`src/ipwc_pkg.sv`:
```
// package for the interrupt priority and wake-up controller
// assumes a single 250 MHz system clock and a byte-wide register port
package ipwc_pkg;
    localparam int NSRC = 15;
    localparam int NGRP = 6;
    // register offsets (8-bit address space)
    localparam logic [7:0] OFS_P1_WAKE = 8'h91;
    localparam logic [7:0] OFS_LVL_LO = 8'hA9;
    localparam logic [7:0] OFS_LVL_HI = 8'hB9;
    localparam logic [7:0] OFS_IRQ_EN0 = 8'hA8;
    localparam logic [7:0] OFS_IRQ_EN1 = 8'hB8;
    localparam logic [7:0] OFS_IRQ_EN2 = 8'h9A;
    localparam logic [7:0] OFS_FLAG_LO = 8'hE0;
    localparam logic [7:0] OFS_FLAG_HI = 8'hE1;
    localparam logic [7:0] OFS_PWR_CTRL = 8'h87;
    localparam int GIE_BIT = 7;
    localparam logic [7:0] RST_BYTE = 8'h00;
    localparam logic [15:0] RST_SRC = 16'h0000;
    // wake-up settling counts
    localparam int EXT_HS_CYC = 2048;
    localparam int IRC_HS_CYC = 64;
    localparam int LS_CYC = 5;
    localparam logic [1:0] LVL_NONE = 2'h0;
    // sources in default priority order, index 0 first
    localparam logic [15:0] VEC [NSRC] = '{16'h0003, 16'h0083, 16'h0043, 16'h000B, 16'h008B,
        16'h004B, 16'h0013, 16'h0093, 16'h0053, 16'h001B, 16'h005B, 16'h0023, 16'h0063,
        16'h002B, 16'h006B};
    localparam int GRP [NSRC] = '{0, 0, 0, 1, 1, 1, 2, 2, 2, 3, 3, 4, 4, 5, 5};
    // firmware-cleared sources: two-wire, serial-peripheral, uart
    localparam logic [15:0] SW_CLR = 16'h0824;
    // bit position of each source's enable in the packed 24-bit enable word
    localparam int ENP [NSRC] = '{0, 18, 8, 1, 16, 9, 2, 19, 10, 3, 11, 4, 12, 5, 13};
    typedef enum logic [1:0] {IPWC_RUN, IPWC_HOLD_HS, IPWC_HOLD_LS} ipwc_wake_t;
    typedef struct packed {
        logic [7:0] p1_wake;
        logic [7:0] lvl_lo;
        logic [7:0] lvl_hi;
        logic [23:0] en;
        logic [15:0] flag;
        logic stop;
        logic idle;
        ipwc_wake_t wst;
        logic [11:0] hs_cnt;
        logic [2:0] ls_cnt;
        logic ls_prev;
        logic [7:0] p0_prev;
        logic [7:0] p1_prev;
        logic [3:0] active;
        logic take;
        logic pend;
        logic [3:0] sel;
        logic [15:0] vector;
        logic [7:0] rdata;
        logic run;
    } ipwc_state_t;
endpackage

```
`src/ipwc_top.sv`:
```
// interrupt arbitration, vectoring, nesting and stop/idle wake-up
// assumes the core pulses irq_ack when it jumps to irq_vector and ret_done at return
//
// The plain strobed port was chosen for this implementation.
`timescale 1ns/100ps
module ipwc_top
    import ipwc_pkg::*;
#(
    parameter int EXT_HS_WAIT = EXT_HS_CYC
) (
    input wire logic sys_clk,
    input wire logic rst,
    input wire logic [7:0] reg_addr,
    input wire logic [7:0] reg_wdata,
    input wire logic reg_wr,
    input wire logic reg_rd,
    output logic [7:0] reg_rdata,
    input wire logic [NSRC-1:0] src_event,
    input wire logic [7:0] port0_in,
    input wire logic [7:0] port1_in,
    input wire logic osc_is_ext,
    input wire logic ls_clk_in,
    output logic core_run,
    input wire logic irq_ack,
    input wire logic ret_done,
    output logic irq_take,
    output logic [15:0] irq_vector
);
    ipwc_state_t s_r;
    ipwc_state_t s_nxt;
    logic [NSRC-1:0] req;
    logic [1:0] glvl [NGRP];
    logic [1:0] slvl [NSRC];

    ////////////////////////////////////////////////////////////////////////////
    // per-source level and request qualification
    genvar gi;
    generate
        for (gi = 0; gi < NSRC; gi++) begin : g_src
            assign slvl[gi] = glvl[GRP[gi]];
            assign req[gi] = s_r.flag[gi] & s_r.en[ENP[gi]] & s_r.en[GIE_BIT];
        end
        for (gi = 0; gi < NGRP; gi++) begin : g_grp
            assign glvl[gi] = {s_r.lvl_hi[gi], s_r.lvl_lo[gi]};
        end
    endgenerate

    ////////////////////////////////////////////////////////////////////////////
    // next-state logic
    always_comb begin
        logic [1:0] best_lvl;
        int best;
        logic found;
        logic wake;
        logic [7:0] pchg;
        logic [3:0] top;
        logic ls_rise;
        logic [15:0] wmask;
        s_nxt = s_r;
        best_lvl = LVL_NONE;
        best = 0;
        found = 1'b0;
        top = 4'h0;
        wake = 1'b0;
        pchg = 8'h00;
        ls_rise = 1'b0;
        wmask = 16'h0000;
        s_nxt.take = 1'b0;
        s_nxt.p0_prev = port0_in;
        s_nxt.p1_prev = port1_in;
        s_nxt.ls_prev = ls_clk_in;
        ls_rise = ls_clk_in & ~s_r.ls_prev;
        // events set flags regardless of enables; set wins over clear below
        wmask = 16'h0000;
        if (reg_wr && reg_addr == OFS_FLAG_LO) begin
            wmask[7:0] = ~reg_wdata;
        end
        if (reg_wr && reg_addr == OFS_FLAG_HI) begin
            wmask[14:8] = ~reg_wdata[6:0];
        end
        s_nxt.flag = (s_r.flag & ~wmask) | {1'b0, src_event};
        // register writes
        if (reg_wr) begin
            unique case (reg_addr)
                OFS_P1_WAKE: s_nxt.p1_wake = reg_wdata;
                OFS_LVL_LO: s_nxt.lvl_lo = {2'b00, reg_wdata[5:0]};
                OFS_LVL_HI: s_nxt.lvl_hi = {2'b00, reg_wdata[5:0]};
                OFS_IRQ_EN0: s_nxt.en[7:0] = reg_wdata & 8'hBF;
                OFS_IRQ_EN1: s_nxt.en[15:8] = reg_wdata & 8'h3F;
                OFS_IRQ_EN2: s_nxt.en[23:16] = reg_wdata & 8'h0D;
                OFS_PWR_CTRL: begin
                    s_nxt.stop = reg_wdata[1];
                    s_nxt.idle = reg_wdata[0];
                end
                default: ;
            endcase
        end
        // arbitration: highest level, then lowest index (default order)
        for (int i = NSRC - 1; i >= 0; i--) begin
            if (req[i] && (!found || slvl[i] >= best_lvl)) begin
                found = 1'b1;
                best_lvl = slvl[i];
                best = i;
            end
        end
        // highest active level: priority encode active bitmap
        for (int l = 0; l < 4; l++) begin
            if (s_r.active[l]) begin
                top = 4'h0;
                top[l] = 1'b1;
            end
        end
        // a new request must beat every running level; only one offer is open until the core acknowledges
        if (found && s_r.run && !s_r.pend && !irq_ack) begin
            if (s_r.active == 4'h0 || (top < (4'h1 << best_lvl))) begin
                s_nxt.take = 1'b1;
                s_nxt.pend = 1'b1;
                s_nxt.sel = 4'(best);
                s_nxt.vector = VEC[best];
            end
        end
        // core jumps: the offered source goes active, not whoever wins now
        if (irq_ack && s_r.pend) begin
            s_nxt.pend = 1'b0;
            s_nxt.active[slvl[s_r.sel]] = 1'b1;
            if (!SW_CLR[s_r.sel] && !src_event[s_r.sel] && s_r.en[ENP[s_r.sel]]) begin
                s_nxt.flag[s_r.sel] = 1'b0;
            end
        end else if (ret_done) begin
            s_nxt.active = s_r.active & ~top;
        end
        // wake-up detection
        pchg = (port0_in ^ s_r.p0_prev) | ((port1_in ^ s_r.p1_prev) & s_r.p1_wake);
        wake = (|pchg) || (|req);
        unique case (s_r.wst)
            IPWC_RUN: begin
                s_nxt.run = ~(s_nxt.stop | s_nxt.idle);
                if ((s_r.stop || s_r.idle) && wake) begin
                    s_nxt.stop = 1'b0;
                    s_nxt.idle = 1'b0;
                    if (s_r.stop) begin
                        s_nxt.wst = IPWC_HOLD_HS;
                        s_nxt.hs_cnt = osc_is_ext ? 12'(EXT_HS_WAIT - 1) : 12'(IRC_HS_CYC - 1);
                        s_nxt.ls_cnt = 3'(LS_CYC);
                        s_nxt.run = 1'b0;
                    end else begin
                        s_nxt.run = 1'b1;
                    end
                end
            end
            IPWC_HOLD_HS: begin
                if (s_r.hs_cnt == 12'h000) begin
                    s_nxt.wst = IPWC_HOLD_LS;
                end else begin
                    s_nxt.hs_cnt = s_r.hs_cnt - 12'h001;
                end
            end
            IPWC_HOLD_LS: begin
                if (ls_rise) begin
                    s_nxt.ls_cnt = s_r.ls_cnt - 3'h1;
                    if (s_r.ls_cnt == 3'h1) begin
                        s_nxt.wst = IPWC_RUN;
                        s_nxt.run = 1'b1;
                    end
                end
            end
            // unused state code: fall back to running rather than lock up
            default: begin
                s_nxt.wst = IPWC_RUN;
                s_nxt.run = 1'b1;
            end
        endcase
        // read data, one cycle later
        s_nxt.rdata = 8'h00;
        if (reg_rd) begin
            unique case (reg_addr)
                OFS_P1_WAKE: s_nxt.rdata = s_r.p1_wake;
                OFS_LVL_LO: s_nxt.rdata = s_r.lvl_lo;
                OFS_LVL_HI: s_nxt.rdata = s_r.lvl_hi;
                OFS_IRQ_EN0: s_nxt.rdata = s_r.en[7:0];
                OFS_IRQ_EN1: s_nxt.rdata = s_r.en[15:8];
                OFS_IRQ_EN2: s_nxt.rdata = s_r.en[23:16];
                OFS_FLAG_LO: s_nxt.rdata = s_r.flag[7:0];
                OFS_FLAG_HI: s_nxt.rdata = s_r.flag[15:8];
                OFS_PWR_CTRL: s_nxt.rdata = {6'h00, s_r.stop, s_r.idle};
                default: s_nxt.rdata = 8'h00;
            endcase
        end
    end

    ////////////////////////////////////////////////////////////////////////////
    // state register
    always_ff @(posedge sys_clk) begin
        if (rst) begin
            s_r <= '0;
            s_r.run <= 1'b1;
            s_r.wst <= IPWC_RUN;
        end else begin
            s_r <= s_nxt;
        end
    end

    assign reg_rdata = s_r.rdata;
    assign core_run = s_r.run;
    assign irq_take = s_r.take;
    assign irq_vector = s_r.vector;
endmodule

```
`config.mk`:
```
export PLATFORM = sky130hd
export DESIGN_NAME = ipwc_top
export DESIGN_NICKNAME = d
export VERILOG_FILES = /design/src/ipwc_pkg.sv /design/src/ipwc_top.sv
export SDC_FILE = /design/constraint.sdc
export NUM_CORES = 1
export LEC_CHECK = 0
export BUFFER_PORTS_ARGS = -buffer_cell sky130_fd_sc_hd__buf_2
export CELL_PAD_IN_SITES_DETAIL_PLACEMENT = 0
export CELL_PAD_IN_SITES_GLOBAL_PLACEMENT = 2
export CORE_MARGIN = 3
export CORE_UTILIZATION = 36
export CTS_CLUSTER_DIAMETER = 40
export DETAILED_ROUTE_END_ITERATION = 12
export PLACE_DENSITY_LB_ADDON = 0.12
export SETUP_SLACK_MARGIN = 0.1
export SYNTH_ARGS = -nofsm -noshare
export SYNTH_HDL_FRONTEND = slang
export SYNTH_SLANG_ARGS = --single-unit
```
`constraint.sdc`:
```
create_clock -name sys_clk -period 21.2 [get_ports sys_clk]
set_input_delay 1.06 -clock sys_clk [delete_from_list [all_inputs] [get_ports sys_clk]]
set_output_delay 1.06 -clock sys_clk [all_outputs]
set_load 0.005 [all_outputs]
```
==> impl_metrics.env <==
export IMPL_cts_hold_buf=0
export IMPL_async_flop_share=0
export IMPL_maxCapViolations=0
export IMPL_core_area_sq_um=20600
export IMPL_place_hpwl_um=19400
export IMPL_met1_usage=0.305
export IMPL_vias=7287
export IMPL_setup_violations=0
export IMPL_finalWirelength_um=25900
export IMPL_outcome="completed"
export IMPL_holdWs_ns=0.454
export IMPL_critPathMaxStageDelay_ns=0.49
export IMPL_root_buffer="clkbuf_16"
export IMPL_cts_buffers=17
export IMPL_top_usage_layer="met2"
export IMPL_multi_input_area_sq_um=4960
export IMPL_cp_num_cells=91
export IMPL_seqCellArea_sq_um=2280
export IMPL_synth_most_common_cell="dfxtp_1"
export IMPL_synth_seq_area_share=0.298
export IMPL_hold_class="flop to flop"
export IMPL_rr_startpoint="s_r[85]"
export IMPL_powerDensity_nw_per_um2=60.8
export IMPL_worst_pin_slew_ns=1.02
export IMPL_tns_ns=0
export IMPL_synth_distinct_cells=89
export IMPL_fmax_mhz=50.7
export IMPL_critPathCaptureType="flop"
export IMPL_regToRegEndpoint="irq_vector[3]"
export IMPL_rr_worst_depth=91
export IMPL_ios=81
export IMPL_detail_route_iter0_violations=636
export IMPL_clock_sinks=114
export IMPL_ant_nets=0
export IMPL_ys_seq_elements=114
export IMPL_antenna_found_initial=0
export IMPL_area_growth_pct=13.4
export IMPL_ys_warnings_count=0
export IMPL_overflow=0
export IMPL_die_x_um=152
export IMPL_final_min_clock_period_ns=19.73
export IMPL_synth_top_area_frac=0.298
export IMPL_cpMostUsedCell="ha_1"
export IMPL_grt_max_degree=85
export IMPL_cts_tree="done"
export IMPL_synth_edf_count=0
export IMPL_final_core_util=0.423
export IMPL_final_nets=1055
export IMPL_portBuffers=71
export IMPL_syn_instance_count=936
export IMPL_p_leak_uw=0.00331
export IMPL_num_rows=52
export IMPL_met2_usage=0.349
export IMPL_first_global_vias=7147
export IMPL_htree_levels=4
export IMPL_crit_fanout=15
export IMPL_cp_arrival_ns=20.04
export IMPL_met3_usage=0.0324
export IMPL_drc=0
export IMPL_start_kind="flop"
export IMPL_cts_buffer_depth=2
export IMPL_finalWorstSetupSlack_ns=1.47
export IMPL_r2r_setup_slack_ns=1.47
export IMPL_routedWlPerCell_um=20.6
export IMPL_first_pass_iters=5
export IMPL_synth_area_top_cells="dfxtp_1 30%, ha_1 4.7%, a21oi_1 4.6%, mux2i_1 4.6%, nand2_1 4.4%"
export IMPL_layout_drive_gt1_share=0.173
export IMPL_synthFlopType="dfxtp_1"
export IMPL_cp_required_ns=21.51
export IMPL_synth_commonest_cells="114 x dfxtp_1, 89 x nand2_1, 76 x nor2_1"
export IMPL_antennaDiodeCount=0
export IMPL_synth_area_leader_cell="dfxtp_1"
export IMPL_synthesis_area_sq_um=7670
export IMPL_gp_congestion=0.897
export IMPL_dp_slack_ns=1.09
export IMPL_path_buf_inv=1
export IMPL_grt_usage=0.219
export IMPL_fin_skew_ns=0.0120
export IMPL_setup_worst_path_class="flop to flop"
export IMPL_clk_latency_ns=0.42
export IMPL_syn_area_per_cell_sq_um=8.19
export IMPL_start_util=0.373
export IMPL_crit_end="irq_vector[3]"
export IMPL_grt_pass1_wl_um=40900
export IMPL_drv_slew=0
export IMPL_viasPerCell=5.81
export IMPL_cpLargestDelayFamily="compound AO/OA/AOI/OAI gates"
export IMPL_clk_pin_slew_ns=0.06
export IMPL_rsz0062_at_grt="false"
export IMPL_ir_drop_uv=48.4
export IMPL_num_fill_cells=2132
export IMPL_slew_limit_headroom=0.317
export IMPL_hold_viol_final=0
export IMPL_cpMaxStageDelayCell="dfxtp_1"
export IMPL_die_h_um=152
export IMPL_crit_start="s_r[85]"
export IMPL_fp_dieArea_sq_um=23100
export IMPL_post_route_period_util=0.930
-- where the power goes --
group          total (uW)  switching, uW  internal, uW
sequential            223           4.73           218
clock                 276            111           166
combinational        29.6           17.4          12.2
-- layout by cell type (no fill, tap or decap), types with 27 or more instances in the layout --
master      n
nand3_1    54
a21oi_1    71
ha_1       29
nor2_1     76
nand2_1    89
mux2i_1    35
buf_2      71
nor2b_1    33
nand2b_1   27
inv_1      27
o21ai_0    31
dfxtp_1   114
-- routing by layer --
metal | part of all wire | up-vias
li1 | - | 3492
met1 | 0.46 | 3541
met2 | 0.47 | 225
met3 | 0.052 | 29
met4 | 0.019 | 0
met5 | 0 | -
-- per-stage QoR --
step	area, sq um	power, uW	cells
after floorplan	7700	244	944
after global placement	8080	257	1220
after detailed placement	8080	257	1220
after CTS	8650	535	1252
after global routing	8700	548	1254
final	8700	529	1254
-- flip-flops by register name (all words and copies together), names as in the netlist, named ones only --
name        count
glvl           12
irq_vector      6
irq_take        1
core_run        1
s_r            85
reg_rdata       8
-- cell families after synthesis --
logic type / share of synthesized area
multiplexers: 0.0814
buffers and inverters: 0.0628
adder cells (fa/ha/maj): 0.0512
flip-flops: 0.298
XOR/XNOR: 0.0251
AO/OA/AOI/OAI: 0.250
other: 0.000489
AND/OR/NAND/NOR: 0.231
-- what timing repair did --
action / CTS / global route
setup endpoints to repair: 0 / 13
setup buffers: 0 / 2
gates resized for setup: 0 / 4
-- worst min-delay path by stage --
stage,start,endpoint,slack (ns),depth (start not counted)
2_1_floorplan,irq_vector[5],irq_vector[5],0.44,2
3_3_place_gp,irq_vector[1],irq_vector[1],0.44,2
3_5_place_dp,irq_vector[5],irq_vector[5],0.45,2
4_1_cts,irq_vector[1],irq_vector[1],0.47,2
5_1_grt,irq_vector[1],irq_vector[1],0.49,2
6_report,irq_vector[1],irq_vector[1],0.45,2
-- layout make-up --
cell class / instances / area share
multi-input cells: 729 / 0.570
flip-flops and latches: 114 / 0.262
repair buffers: 82 / 0.0518
clock buffers: 19 / 0.0509
well taps: 270 / 0.0388
clock inverters: 13 / 0.0144
inverters: 27 / 0.0117
-- worst reg2reg max path: cells and delay by family, from the launching register on --
kind / cells / cell delay, ns
DFF: 1 / 0.49
buffers and inverters: 1 / 0.15
muxes: 4 / 0.93
and+or+nand+nor: 30 / 4.69
AOI/OAI and AO/OA: 39 / 8.32
adders and majority gates: 17 / 5.00
No activity file was read; power rests on OpenSTA's default activity.
